`src/include/psfrc_pkg.sv`:
```
// Constants for the power stage fault and reset controller.
// Assumes a single 200 MHz system clock.
package psfrc_pkg;
   // ************************************************************
   // Clock and timing
   // ************************************************************
   localparam int unsigned CLK_HZ = 200_000_000;
   localparam int unsigned OVLD_TIME_US = 2600;
   localparam int unsigned OVLD_CYCLES = (CLK_HZ / 1_000_000) * OVLD_TIME_US;
   localparam int unsigned PWM_TIMEOUT_NS = 10_000;
   localparam int unsigned PWM_TIMEOUT_CYCLES = PWM_TIMEOUT_NS / 5;
   localparam int unsigned STARTUP_NS = 1_000;
   localparam int unsigned STARTUP_CYCLES = STARTUP_NS / 5;
   localparam int unsigned NUM_CH = 4;
   localparam int unsigned CNT_W = 20;
   // ************************************************************
   // Overcurrent modes
   // ************************************************************
   localparam logic OC_MODE_LIMIT = 1'b0;
   localparam logic OC_MODE_LATCH = 1'b1;
endpackage

```
`src/rtl/psfrc_channel.sv`:
```
// One half-bridge channel: PWM presence, overcurrent handling, gate drive.
// Assumes inputs already synchronised to sys_clk_i.
`timescale 1ns/1ps
`default_nettype none
module psfrc_channel #(
   parameter int unsigned OVLD_CYC = psfrc_pkg::OVLD_CYCLES,
   parameter int unsigned PWM_TO_CYC = psfrc_pkg::PWM_TIMEOUT_CYCLES
)(
   input wire logic sys_clk_i,
   input wire logic rst_i,
   input wire logic run_i,
   input wire logic clear_i,
   input wire logic oc_mode_i,
   input wire logic pwm_i,
   input wire logic overcurrent_i,
   input wire logic half_rate_i,
   output logic out_o,
   output logic drive_en_o,
   output logic pwm_lost_o,
   output logic overload_shutdown_o,
   output logic oc_latched_o
);
   import psfrc_pkg::*;
   if (OVLD_CYC < 1 || OVLD_CYC >= (1 << CNT_W))
   begin
      $error("OVLD_CYC out of range");
   end
   if (PWM_TO_CYC < 1 || PWM_TO_CYC >= (1 << CNT_W))
   begin
      $error("PWM_TO_CYC out of range");
   end
   logic pwm_q;
   logic [CNT_W-1:0] idle_q;
   logic [CNT_W-1:0] ovld_q;
   logic pwm_lost_q;
   logic ovld_f_q;
   logic ocl_q;
   logic flip_q;
   logic out_q;
   logic cycle_current_limit;
   // ************************************************************
   // PWM presence
   // ************************************************************
   always_ff @(posedge sys_clk_i)
   begin
      pwm_q <= rst_i ? 1'b0 : pwm_i;
      if (rst_i || pwm_i != pwm_q)
      begin
         idle_q <= '0;
         pwm_lost_q <= 1'b0;
      end
      else if (idle_q != PWM_TO_CYC[CNT_W-1:0])
         idle_q <= idle_q + 1'b1;
      else
         pwm_lost_q <= 1'b1;
   end
   assign cycle_current_limit = overcurrent_i && oc_mode_i == OC_MODE_LIMIT;
   // ************************************************************
   // Overload and latched overcurrent
   // ************************************************************
   always_ff @(posedge sys_clk_i)
   begin
      if (rst_i || clear_i || !cycle_current_limit)
         ovld_q <= '0;
      else if (ovld_q != OVLD_CYC[CNT_W-1:0])
         ovld_q <= ovld_q + 1'b1;
   end
   always_ff @(posedge sys_clk_i)
   begin
      if (rst_i || clear_i)
         ovld_f_q <= 1'b0;
      else if (ovld_q == OVLD_CYC[CNT_W-1:0])
         ovld_f_q <= 1'b1;
   end
   always_ff @(posedge sys_clk_i)
   begin
      if (rst_i || clear_i)
         ocl_q <= 1'b0;
      else if (overcurrent_i && oc_mode_i == OC_MODE_LATCH)
         ocl_q <= 1'b1;
   end
   // ************************************************************
   // Output stage
   // ************************************************************
   // Limiting toggles at half the switching rate instead of following PWM
   always_ff @(posedge sys_clk_i)
   begin
      if (rst_i)
         flip_q <= 1'b0;
      else if (cycle_current_limit && half_rate_i)
         flip_q <= ~flip_q;
   end
   always_ff @(posedge sys_clk_i)
   begin
      if (rst_i)
         out_q <= 1'b0;
      else if (cycle_current_limit)
         out_q <= flip_q;
      else
         out_q <= ~pwm_q;
   end
   assign out_o = out_q;
   assign drive_en_o = run_i && !pwm_lost_q && !ovld_f_q && !ocl_q;
   assign pwm_lost_o = pwm_lost_q;
   assign overload_shutdown_o = ovld_f_q;
   assign oc_latched_o = ocl_q;
endmodule
`default_nettype wire

```
`src/rtl/psfrc_top.sv`:
```
// Fault supervision and reset control for a four half-bridge power stage.
// Assumes comparator and reset inputs are asynchronous to sys_clk_i.
`timescale 1ns/1ps
`default_nettype none
module psfrc_top #(
   parameter int unsigned OVLD_CYC = psfrc_pkg::OVLD_CYCLES,
   parameter int unsigned PWM_TO_CYC = psfrc_pkg::PWM_TIMEOUT_CYCLES,
   parameter int unsigned START_CYC = psfrc_pkg::STARTUP_CYCLES,
   parameter int unsigned HALF_DIV = 2
)(
   input wire logic sys_clk_i,
   input wire logic rst_i,
   input wire logic reset_n_i,
   input wire logic bridge_tied_mode_i,
   input wire logic oc_latch_mode_i,
   input wire logic thermal_warn_i,
   input wire logic thermal_shutdown_event_i,
   input wire logic loop_saturated_i,
   input wire logic [psfrc_pkg::NUM_CH-1:0] pwm_i,
   input wire logic [psfrc_pkg::NUM_CH-1:0] overcurrent_i,
   output logic [psfrc_pkg::NUM_CH-1:0] out_o,
   output logic [psfrc_pkg::NUM_CH-1:0] out_oe_o,
   output logic [psfrc_pkg::NUM_CH-1:0] pulldown_en_o,
   output logic fault_n_o,
   output logic fault_n_oe_o,
   output logic thermal_warning_n_o,
   output logic thermal_warning_n_oe_o,
   output logic saturation_warning_n_o,
   output logic saturation_warning_n_oe_o,
   output logic switching_o
);
   import psfrc_pkg::*;
   if (START_CYC < 1 || START_CYC >= (1 << CNT_W))
   begin
      $error("START_CYC out of range");
   end
   if (HALF_DIV < 1 || HALF_DIV >= (1 << CNT_W))
   begin
      $error("HALF_DIV out of range");
   end
   typedef enum logic [2:0]
   {
      ST_HOLD = 3'b001,
      ST_START = 3'b010,
      ST_RUN = 3'b100
   } psfrc_state_e;
   // ************************************************************
   // Input synchronisers
   // ************************************************************
   localparam int unsigned SW = 6 + 2 * NUM_CH;
   logic [SW-1:0] s1_q;
   logic [SW-1:0] s2_q;
   always_ff @(posedge sys_clk_i)
   begin
      s1_q <= {reset_n_i, bridge_tied_mode_i, oc_latch_mode_i, thermal_warn_i,
               thermal_shutdown_event_i, loop_saturated_i, pwm_i, overcurrent_i};
      s2_q <= s1_q;
   end
   logic rstn_s, bt_s, ocm_s, tw_s, tsd_s, sat_s;
   logic [NUM_CH-1:0] pwm_s;
   logic [NUM_CH-1:0] oc_s;
   assign {rstn_s, bt_s, ocm_s, tw_s, tsd_s, sat_s, pwm_s, oc_s} = s2_q;
   logic rstn_q;
   always_ff @(posedge sys_clk_i)
      rstn_q <= rst_i ? 1'b0 : rstn_s;
   logic rise;
   assign rise = rstn_s && !rstn_q;
   // ************************************************************
   // Startup sequencing
   // ************************************************************
   psfrc_state_e state_q;
   logic [CNT_W-1:0] start_q;
   always_ff @(posedge sys_clk_i)
   begin
      if (rst_i || !rstn_s)
      begin
         state_q <= ST_HOLD;
         start_q <= '0;
      end
      else
      begin
         unique case (state_q)
            ST_HOLD:
            begin
               if (rise)
                  state_q <= ST_START;
            end
            ST_START:
            begin
               if (start_q == START_CYC[CNT_W-1:0] - 1'b1)
                  state_q <= ST_RUN;
               else
                  start_q <= start_q + 1'b1;
            end
            ST_RUN:
            begin
               state_q <= ST_RUN;
            end
            default:
            begin
               state_q <= ST_HOLD;
            end
         endcase
      end
   end
   logic run;
   assign run = state_q == ST_RUN;
   // Latches clear on the held-low level so a fault cannot survive a toggle
   logic clear;
   assign clear = !rstn_s;
   // ************************************************************
   // Thermal shutdown latch
   // ************************************************************
   logic thermal_shutdown_latch_q;
   always_ff @(posedge sys_clk_i)
   begin
      if (rst_i || clear)
         thermal_shutdown_latch_q <= 1'b0;
      else if (tsd_s)
         thermal_shutdown_latch_q <= 1'b1;
   end
   // ************************************************************
   // Half switching rate enable
   // ************************************************************
   logic [CNT_W-1:0] div_q;
   logic half_rate;
   always_ff @(posedge sys_clk_i)
   begin
      if (rst_i || div_q == HALF_DIV[CNT_W-1:0] - 1'b1)
         div_q <= '0;
      else
         div_q <= div_q + 1'b1;
   end
   assign half_rate = div_q == '0;
   // ************************************************************
   // Channels
   // ************************************************************
   logic [NUM_CH-1:0] ch_out;
   logic [NUM_CH-1:0] ch_en;
   logic [NUM_CH-1:0] ch_lost;
   logic [NUM_CH-1:0] ch_ovld;
   logic [NUM_CH-1:0] ch_ocl;
   genvar g;
   generate
      for (g = 0; g < NUM_CH; g++)
      begin : g_ch
         psfrc_channel #(
            .OVLD_CYC(OVLD_CYC),
            .PWM_TO_CYC(PWM_TO_CYC)
         ) u_ch (
            .sys_clk_i(sys_clk_i),
            .rst_i(rst_i),
            .run_i(run),
            .clear_i(clear),
            .oc_mode_i(ocm_s),
            .pwm_i(pwm_s[g]),
            .overcurrent_i(oc_s[g]),
            .half_rate_i(half_rate),
            .out_o(ch_out[g]),
            .drive_en_o(ch_en[g]),
            .pwm_lost_o(ch_lost[g]),
            .overload_shutdown_o(ch_ovld[g]),
            .oc_latched_o(ch_ocl[g])
         );
      end
   endgenerate
   // ************************************************************
   // Outputs
   // ************************************************************
   logic all_lost;
   assign all_lost = &ch_lost;
   always_ff @(posedge sys_clk_i)
   begin
      out_o <= rst_i ? '0 : ch_out;
      out_oe_o <= (rst_i || thermal_shutdown_latch_q || all_lost) ? '0 : ch_en;
      pulldown_en_o <= (!rst_i && !rstn_s && bt_s) ? '1 : '0;
   end
   logic fault_q;
   always_ff @(posedge sys_clk_i)
   begin
      if (rst_i || !rstn_s)
         fault_q <= 1'b0;
      else
         fault_q <= thermal_shutdown_latch_q || (|ch_ovld) || (|ch_ocl);
   end
   logic tw_q;
   logic sat_q;
   always_ff @(posedge sys_clk_i)
   begin
      tw_q <= rst_i ? 1'b0 : tw_s;
      sat_q <= rst_i ? 1'b0 : (sat_s && run);
   end
   // Open drain: output low only, enable set while pulling
   assign fault_n_o = 1'b0;
   assign fault_n_oe_o = fault_q;
   assign thermal_warning_n_o = 1'b0;
   assign thermal_warning_n_oe_o = tw_q;
   assign saturation_warning_n_o = 1'b0;
   assign saturation_warning_n_oe_o = sat_q;
   assign switching_o = run;
endmodule
`default_nettype wire

```
`config.mk`:
```
export PLATFORM = sky130hd
export DESIGN_NAME = psfrc_top
export DESIGN_NICKNAME = d
export VERILOG_FILES = /design/src/include/psfrc_pkg.sv /design/src/rtl/psfrc_channel.sv /design/src/rtl/psfrc_top.sv
export SDC_FILE = /design/constraint.sdc
export NUM_CORES = 1
export LEC_CHECK = 0
export BUFFER_PORTS_ARGS = -buffer_cell sky130_fd_sc_hd__buf_2
export CAP_MARGIN = 25
export CORE_MARGIN = 2
export CORE_UTILIZATION = 30
export CTS_CLUSTER_DIAMETER = 30
export DETAILED_ROUTE_END_ITERATION = 16
export GPL_TIMING_DRIVEN = 0
export PLACE_DENSITY = 0.56
export SYNTH_ARGS = -nofsm -noshare
export SYNTH_HDL_FRONTEND = slang
export SYNTH_HIERARCHICAL = 1
export SYNTH_SLANG_ARGS = --single-unit
```
`constraint.sdc`:
```
create_clock -name sys_clk_i -period 6.2 [get_ports sys_clk_i]
set_clock_uncertainty 0.05 [all_clocks]
set_input_delay 0.62 -clock sys_clk_i [delete_from_list [all_inputs] [get_ports sys_clk_i]]
set_output_delay 0.62 -clock sys_clk_i [all_outputs]
set_load 0.02 [all_outputs]
```
* Yosys cells after proc, flatten, opt, wreduce, memory -nomap -nowiden
Cells that the tools add are included.
** Cells by class
- Muxes and demuxes :: 8
- Reductions and logical operators :: 67
- Equality and inequality tests :: 23
- $add $sub $neg :: 10
- Bitwise gates (word level) :: 10
** Operator list (count)
- 20-bit by 1-bit adder with 20-bit output, second input constant :: 10
- 20-bit by 19-bit equality test with 1-bit output, second input constant :: 4
- 20-bit by 11-bit inequality test with 1-bit output, second input constant :: 4
- 20-bit by 19-bit inequality test with 1-bit output, second input constant :: 4
- 1-bit logical AND :: 28
- 20-bit by 1-bit equality test with 1-bit output, second input constant :: 1
- 20-bit by 8-bit equality test with 1-bit output, second input constant :: 1
- 20-bit logical NOT :: 1
- 1-bit logical NOT :: 19
- 1-bit logical OR :: 14
- 1-bit NOT :: 10
- 3-bit one-hot mux with 3 select lines :: 1
- 4-bit OR reduction :: 2
- 3-bit two-way mux :: 2
- 1-bit two-way mux :: 4
- 4-bit two-way mux :: 1
- 1-bit inequality test :: 4
- 2-bit inequality test, second input constant :: 2
- 2-bit AND reduction :: 2
- 4-bit AND reduction :: 1
- 3-bit by 1-bit equality test with 1-bit output, second input constant :: 1
- 3-bit by 2-bit equality test with 1-bit output, second input constant :: 1
- 3-bit equality test, second input constant :: 1
** Word-level totals
- Logic and storage cells :: 163
- Input bits :: 16
- Register bits :: 272

* Longest topological paths before layout
Gate-level depths: netlist of run 1.
- Depth in word-level cells :: 4
- Mapped depth :: 7
- Depth with buffers taken out :: 7

* Hierarchy
Netlist of run 1, hierarchy kept.
** By module, submodules not included
- psfrc_channel :: seq. area each 920.9 µm², cells each 247, times used 4, area each 2157.1 µm²
- psfrc_top :: seq. area each 1701.6 µm², cells each 322, times used 1, area each 3100.5 µm²

* Worst setup path before layout of run 1
No wires, ideal clock.
- Kind :: flip-flop to flip-flop
- From :: register state_q[1]
- To :: register start_q[17]
- Arrival time :: 1.919 ns
- Library setup time :: 0.059 ns
- Path buffers :: 1
- Data required time :: 6.091 ns
- Stages on the path, launching flop included :: 6
- Slack :: 4.172 ns
- Path through :: dfxtp_1 -> or3b_1 -> buf_6 -> or4_4 -> or4_1 -> nand2_1
** Between the ends
- Longest elaborated chain between the ends :: 2
** RTL lines
- from (decl) :: line psfrc_top.sv:71 : psfrc_state_e state_q;
- from (signal assigned) :: line psfrc_top.sv:77 : state_q <= ST_HOLD;
- from (signal assigned) :: line psfrc_top.sv:86 : state_q <= ST_START;
- from (signal assigned) :: line psfrc_top.sv:91 : state_q <= ST_RUN;
- 3-bit by 2-bit equality test with 1-bit output :: line psfrc_top.sv:82 : unique case (state_q)
- 2-bit AND reduction (no source line)
- to (signal assigned) :: line psfrc_top.sv:93 : start_q <= start_q + 1'b1;
- to (decl) :: line psfrc_top.sv:72 : logic [CNT_W-1:0] start_q;
No other way between the ends.
A chain may end at the register's enable or synchronous reset.

* Worst setup path in the final report of run 1
- From :: register state_q[2]
- To :: output switching_o
** Between the ends
- Longest elaborated chain between the ends :: 1
** RTL lines
- 3-bit equality test :: line psfrc_top.sv:107 : assign run = state_q == ST_RUN;
- to (decl) :: line psfrc_top.sv:30 : output logic switching_o
No other way between the ends.

==> results of run 1 <==
## kinds of logic (layout without fill, tap and decap cells)
group,after synthesis,count (layout)
AO/OA/AOI/OAI,145,145
AND/OR/NAND/NOR,653,653
flip-flops,269,269
other,1,4
XOR/XNOR,121,121
multiplexers,26,26
buffers and inverters,75,230
adder cells (fa/ha/maj),20,20
## flip-flops by register name, summed over array words and instances (netlist names), 14 cells and up
signal,count
div_q,20
g_ch.u_ch/idle_q,80
s2_q,14
s1_q,14
g_ch.u_ch/ovld_q,80
start_q,20
## layout make-up
class / count / area, um^2 / area share
Tap cell: 518 / 648.1 / 0.04334
Clock buffer: 83 / 1869 / 0.1250
Multi-Input combinational cell: 968 / 6040 / 0.4038
Antenna cell: 1 / 2.502 / 0.0001673
Clock inverter: 41 / 544.3 / 0.03639
Timing Repair Buffer: 31 / 155.1 / 0.01037
Buffer: 33 / 153.9 / 0.01029
Sequential cell: 269 / 5385 / 0.3601
Inverter: 42 / 157.7 / 0.01054
## per-stage QoR
step,power (uW),instance area [um^2],util,std cells,worst slack (ps)
finish,5558,14960,0.3870,1986,3458
global route,5758,14950,0.3869,1985,3348
CTS,5647,14950,0.3869,1985,3383
detailed placement,1937,12540,0.3245,1861,3618
global placement,1935,12540,0.3245,1861,3668
floorplan,1893,11740,-,1312,4172
## routing by layer
metal	vias to the layer above	share of wire
li1	4929	-
met1	4443	0.49
met2	115	0.45
met3	38	0.042
met4	0	0.019
met5	-	0
## how the worst max path moves through the flow
stage	startpoint	endpoint	slack, ps
after floorplan	state_q[1]$_SDFFE_PP0P_	start_q[17]$_SDFFE_PP0P_	4170
final	state_q[2]$_SDFFE_PP0P_	switching_o	3460
after global placement	rst_i	g_ch[0].u_ch/ovld_q[5]$_SDFFE_PP0P_	3670
after global routing	state_q[2]$_SDFFE_PP0P_	switching_o	3350
after detailed placement	rst_i	g_ch[0].u_ch/ovld_q[11]$_SDFFE_PP0P_	3620
after CTS	state_q[2]$_SDFFE_PP0P_	switching_o	3380
## cells in the final DEF (no fill, tap or decap), drive strengths merged, types with 3 or more instances in the layout
cell type | netlist | final
nand2 | 98 | 98
and4 | 25 | 25
nor4 | 42 | 42
or3 | 39 | 39
a31oi | 3 | 3
ha | 20 | 20
o31ai | 13 | 13
o2111ai | 4 | 4
buf | 12 | 43
and3 | 20 | 20
and2 | 4 | 4
bufinv | 0 | 10
nand3 | 76 | 76
or2 | 9 | 9
clkbuf | 21 | 104
o21ai | 47 | 47
or4 | 22 | 22
nand3b | 14 | 14
mux2i | 22 | 22
nor2 | 160 | 160
nor3 | 39 | 39
nand4bb | 4 | 4
nand4b | 5 | 5
inv | 42 | 50
xnor2 | 57 | 57
nor2b | 9 | 9
o21a | 9 | 9
nand2b | 10 | 10
xor2 | 64 | 64
nand4 | 56 | 56
a21oi | 57 | 57
dfxtp | 269 | 269
nor4b | 12 | 12
clkinvlp | 0 | 8
clkinv | 0 | 15
a211oi | 5 | 5
conb | 1 | 3
nor3b | 7 | 7
mux2 | 4 | 4
## report_power, final
group	internal, uW	switching [uW]
Clock	2570	1090
Combinational	39.8	74.8
Sequential	1760	24.0
==> flow_metrics.env, run 1 <==
export IMPL_status="finished clean"
export IMPL_synthesis_area_um2=11730
export IMPL_yosysSeqAreaShare=0.4591
export IMPL_ys_warn_count=6
export IMPL_synth_largest_area_cell="dfxtp_1"
export IMPL_min_delay_path_class="in2reg"
export IMPL_antenna_found_initial=0
export IMPL_yosysMostFrequentCell="dfxtp_1"
export IMPL_tightest_slew_ps=935.0
export IMPL_fin_setup_tns_ps=0
export IMPL_finalMaxSlewViolations=0
export IMPL_crit_family="simple AND/OR/NAND/NOR gates"
export IMPL_track_usage=0.1260
export IMPL_power_density_nw_per_um2=371.6
export IMPL_r2r_cells=5
export IMPL_post_cts_setup_buffer_count=0
export IMPL_path_cells="nor3b_1, buf_2"
export IMPL_r2r_end="start_q[17]$_SDFFE_PP0P_"
export IMPL_synth_xor_area_frac=0.09036
export IMPL_rr_startpoint="state_q[1]$_SDFFE_PP0P_"
export IMPL_vias=9525
export IMPL_hpwl_um=16810
export IMPL_grt_max_degree=18
export IMPL_first_pass_iters=4
export IMPL_cp_buffers_inverters=1
export IMPL_die_h_um=201.7
export IMPL_synthFlopType="dfxtp_1"
export IMPL_grt_busiest_layer="met2"
export IMPL_relSlewSlack=0.3754
export IMPL_cts_buffers=68
export IMPL_finalHoldWorstSlack_ps=125.3
export IMPL_power_leakage_uw=0.005059
export IMPL_slowest_stage="nor3b_1"
export IMPL_worstHoldEndpoint="s1_q[11]$_DFF_P_"
export IMPL_start_util=0.3035
export IMPL_row_count=72
export IMPL_cts_sinks=269
export IMPL_drive_above_1_share=0.1316
export IMPL_clock_path_buffers=3
export IMPL_dieArea_um2=40690
export IMPL_synth_top_area_share=0.4591
export IMPL_h_tree_depth=3
export IMPL_hp_start="oc_latch_mode_i"
export IMPL_end_kind="primary output"
export IMPL_async_flop_share=0
export IMPL_max_freq_ghz=0.3647
export IMPL_grt_pass1_vias=9295
export IMPL_die_w_um=201.7
export IMPL_vdd_drop_max_v=0.0002161
export IMPL_final_min_clock_period_ps=2742
export IMPL_grt_pass1_wl_um=43730
export IMPL_required_ps=5530
export IMPL_ys_top_cells_by_count="269 x dfxtp_1, 160 x nor2_1, 98 x nand2_1"
export IMPL_grtUsageMet2=0.2016
export IMPL_gp_congestion=0.7750
export IMPL_drc_errors=0
export IMPL_synth_adder_area_share=0.02134
export IMPL_path_clk_slew_ps=50
export IMPL_r2r_slack_ps=4020
export IMPL_netlist_instances=1310
export IMPL_crit_fanout=7
export IMPL_worstSetupPathDepth=2
export IMPL_synthTopCellsByArea="dfxtp_1 46%, nor2_1 5.1%, xor2_1 4.8%"
export IMPL_clockRootBuffer="clkbuf_16"
export IMPL_avgSynthCellArea_um2=8.953
export IMPL_insertion_delay_ps=550
export IMPL_synth_seq_cells=269
export IMPL_core_area_um2=38650
export IMPL_drt_first_iter_violations=414
export IMPL_viasPerCell=4.796
export IMPL_setup_viol=0
export IMPL_ctsHoldBuffers=0
export IMPL_hold_path_cell_count=1
export IMPL_synth_compound_area_frac=0.07190
export IMPL_grt_overflow=0
export IMPL_pin_count=35
export IMPL_nets=1449
export IMPL_cp_slowest_stage_delay_ps=790
export IMPL_fillers=3846
export IMPL_critical_path_class="reg2out"
export IMPL_ys_types=47
export IMPL_gr_usage_met1=0.1630
export IMPL_grt_setup_unrepaired="no"
export IMPL_cp_start_kind="register"
export IMPL_synth_edf_count=0
export IMPL_port_buffers=31
export IMPL_wire_per_inst_um=12.69
export IMPL_cp_data_arrival_time_ps=2070
export IMPL_gr_usage_met3=0.03013
export IMPL_cts_resized_gates=0
export IMPL_fin_crit_sh=0.4422
export IMPL_area_growth_pct=27.51
export IMPL_synth_top_family_by_area="simple AND/OR/NAND/NOR gates"
export IMPL_synthMuxAreaShare=0.02262
export IMPL_wl_um=25190
export IMPL_cts_tree="built"
export IMPL_drtAntennaViolNets=0
export IMPL_synth_simple_gate_area_frac=0.3078
export IMPL_cap_viol_max_count=0
export IMPL_hold_viol_final=0
No activity file was read; power rests on OpenSTA's default activity.
==> run 2: changes to the inputs <==
--- a/config.mk
+++ b/config.mk
@@ -12,7 +12,7 @@
 export CTS_CLUSTER_DIAMETER = 30
 export DETAILED_ROUTE_END_ITERATION = 16
 export GPL_TIMING_DRIVEN = 0
-export PLACE_DENSITY = 0.56
+export PLACE_DENSITY = 0.58
 export SYNTH_ARGS = -nofsm -noshare
 export SYNTH_HDL_FRONTEND = slang
 export SYNTH_HIERARCHICAL = 1
==> constraint.sdc (replaced) <==
create_clock -name sys_clk_i -period 2.3 [get_ports sys_clk_i]
set_clock_uncertainty 0.05 [all_clocks]
set_input_delay 0.23 -clock sys_clk_i [delete_from_list [all_inputs] [get_ports sys_clk_i]]
set_output_delay 0.23 -clock sys_clk_i [all_outputs]
set_load 0.02 [all_outputs]
==> run 2 against run 1 <==
Compared with the run above:
- count of clock-buffer cells in the layout is 12 lower
- sequential share of layout area is 0.30 points lower
- utilization is 0.33 points higher
- register-to-register slack worse by 3900 ps
- worst setup slack worse by 3300 ps
- global-route usage is 0.13 points lower
- combinational power grew to 2.9 times the previous value
- via count is 0.57% higher
- first-iteration DRC count is 39% higher
==> flow_metrics.env, run 2 (synthesis gave the netlist of run 1 again) <==
export IMPL_final_common_cell="dfxtp_1"
export IMPL_hold_viol_final=0
export IMPL_die_h_um=201.7
export IMPL_track_usage=0.1247
export IMPL_cts_tree="built"
export IMPL_power_density_nw_per_um2=989.1
export IMPL_cts_buffers=61
export IMPL_post_cts_setup_buffer_count=0
export IMPL_cap_viol_max_count=0
export IMPL_grt_pass1_vias=9227
export IMPL_design_area_um2=15080
export IMPL_gp_congestion=0.7501
export IMPL_start_util=0.3035
export IMPL_cp_data_arrival_time_ps=2580
export IMPL_wl_um=25000
export IMPL_end_kind="register"
export IMPL_cp_slowest_stage_delay_ps=570
export IMPL_viasPerCell=4.809
export IMPL_grt_overflow=0
export IMPL_vdd_drop_max_v=0.0005523
export IMPL_die_w_um=201.7
export IMPL_power_leakage_uw=0.005085
export IMPL_path_clk_slew_ps=50
export IMPL_drc_errors=0
export IMPL_dieArea_um2=40690
export IMPL_diodes=0
export IMPL_final_cell_mix="268 x dfxtp_1, 160 x nor2_1, 98 x nand2_1, 72 x nand3_1, 64 x xor2_1"
export IMPL_h_tree_depth=2
export IMPL_port_buffers=31
export IMPL_cts_sinks=269
export IMPL_first_pass_iters=5
export IMPL_r2r_slack_ps=120
export IMPL_grt_pass1_wl_um=43390
export IMPL_place_ws_ps=33.86
export IMPL_p_total_uw=14920
export IMPL_required_ps=2700
export IMPL_antenna_found_initial=0
export IMPL_cp_start_kind="register"
export IMPL_critical_path_class="reg2reg"
export IMPL_grt_setup_unrepaired="no"
export IMPL_ff_latch_area_um2=5386
export IMPL_nets=1457
export IMPL_path_cells="clkbuf_1, or4_1, nor4_2, a21oi_1, mux2i_1"
export IMPL_multiInputGateArea_um2=6070
export IMPL_grt_max_degree=18
export IMPL_final_min_clock_period_ps=2182
export IMPL_area_growth_pct=28.60
export IMPL_setup_viol=0
export IMPL_fin_crit_sh=0.9488
export IMPL_fin_ws_ps=117.7
export IMPL_drtAntennaViolNets=0
export IMPL_row_count=72
export IMPL_fillers=3802
export IMPL_crit_fanout=8
export IMPL_status="finished clean"
export IMPL_insertion_delay_ps=580
export IMPL_finalMaxSlewViolations=0
export IMPL_max_freq_ghz=0.4582
export IMPL_relSlewSlack=0.5549
export IMPL_layout_cells_non_filler=1992
export IMPL_vias=9579
export IMPL_dp_cells=1861
export IMPL_reg_top3="g_ch.u_ch/idle_q (80), g_ch.u_ch/ovld_q (80)"
export IMPL_min_delay_path_class="in2reg"
export IMPL_pin_count=35
export IMPL_fin_setup_tns_ps=0
export IMPL_dpl_cell_area_um2=12540
export IMPL_hpwl_um=16760
export IMPL_tightest_slew_ps=662.6
export IMPL_clockRootBuffer="clkbuf_16"
export IMPL_drt_first_iter_violations=576
export IMPL_slowest_stage="nor4_2"
export IMPL_core_area_um2=38650
export IMPL_wire_per_inst_um=12.55
export IMPL_drive_above_1_share=0.1323
export IMPL_clock_path_buffers=3
==> run 2: changes by cell type in the layout (fill, tap and decap cells not counted), moves of 3 or more <==
cell / change
nand3_2: +4
clkbuf_8: -3
nand3_1: -4
clkbuf_16: -6
clkinv_4: +3
dlygate4sd3_1: +15
bufinv_16: +6
clkinv_2: -3
clkbuf_1: -3
==> run 2: final cells by class <==
type / count / share of cell area
plain buffers: 33 / 0.01020
clock buffers: 71 / 0.1105
clock inverters: 45 / 0.04612
inverters: 42 / 0.01045
multi-input cells: 968 / 0.4024
flip-flops and latches: 269 / 0.3571
well taps: 518 / 0.04297
repair buffers: 46 / 0.02024
==> run 2: power breakdown <==
group          leakage (uW)  switching (uW)  total [uW]  internal (uW)
clock network       0.00113            2800        9770           6970
logic               0.00177             205         331            126
registers           0.00218            67.3        4820           4750
==> run 2: critical path, delay by kind of cell, from the launching register on <==
family,cells,cell delay [ps]
flops,1,290
mux,1,170
simple gates,2,1120
buf+inv,1,180
compound gates,1,230
==> run 2: timing repair <==
| item | 4_1_cts | 5_1_grt |
|---|---|---|
| hold buffers | 15 | 0 |
| endpoints found under the hold margin | 17 | 0 |
| setup endpoints to repair | 1 | 10 |
| gates resized for setup | 1 | 6 |
==> run 2: path summary, 6_finish.rpt <==
| kind | startpoint | to | cells after the start |
|---|---|---|---|
| worst min register to register | s1_q[13]$_DFF_P_ | s2_q[13]$_DFF_P_ | 0 |
| worst max register to register | start_q[11]$_SDFFE_PP0P_ | start_q[1]$_SDFFE_PP0P_ | 5 |
| worst min-delay path | thermal_shutdown_event_i | s1_q[9]$_DFF_P_ | 2 |
| worst max-delay path | start_q[11]$_SDFFE_PP0P_ | start_q[1]$_SDFFE_PP0P_ | 5 |
==> run 2: per-stage QoR <==
step                  util  hold WS, ps
global placement    0.3245        259.7
finish              0.3903        238.7
global route        0.3903        219.4
CTS                 0.3896        202.6
detailed placement  0.3245        262.1
floorplan                -        207.7
==> run 2: layer usage <==
metal,share of wire,GRT usage
met5,0,0
met4,0.024,0.05252
met1,0.49,0.1586
met3,0.036,0.02737
met2,0.45,0.2037
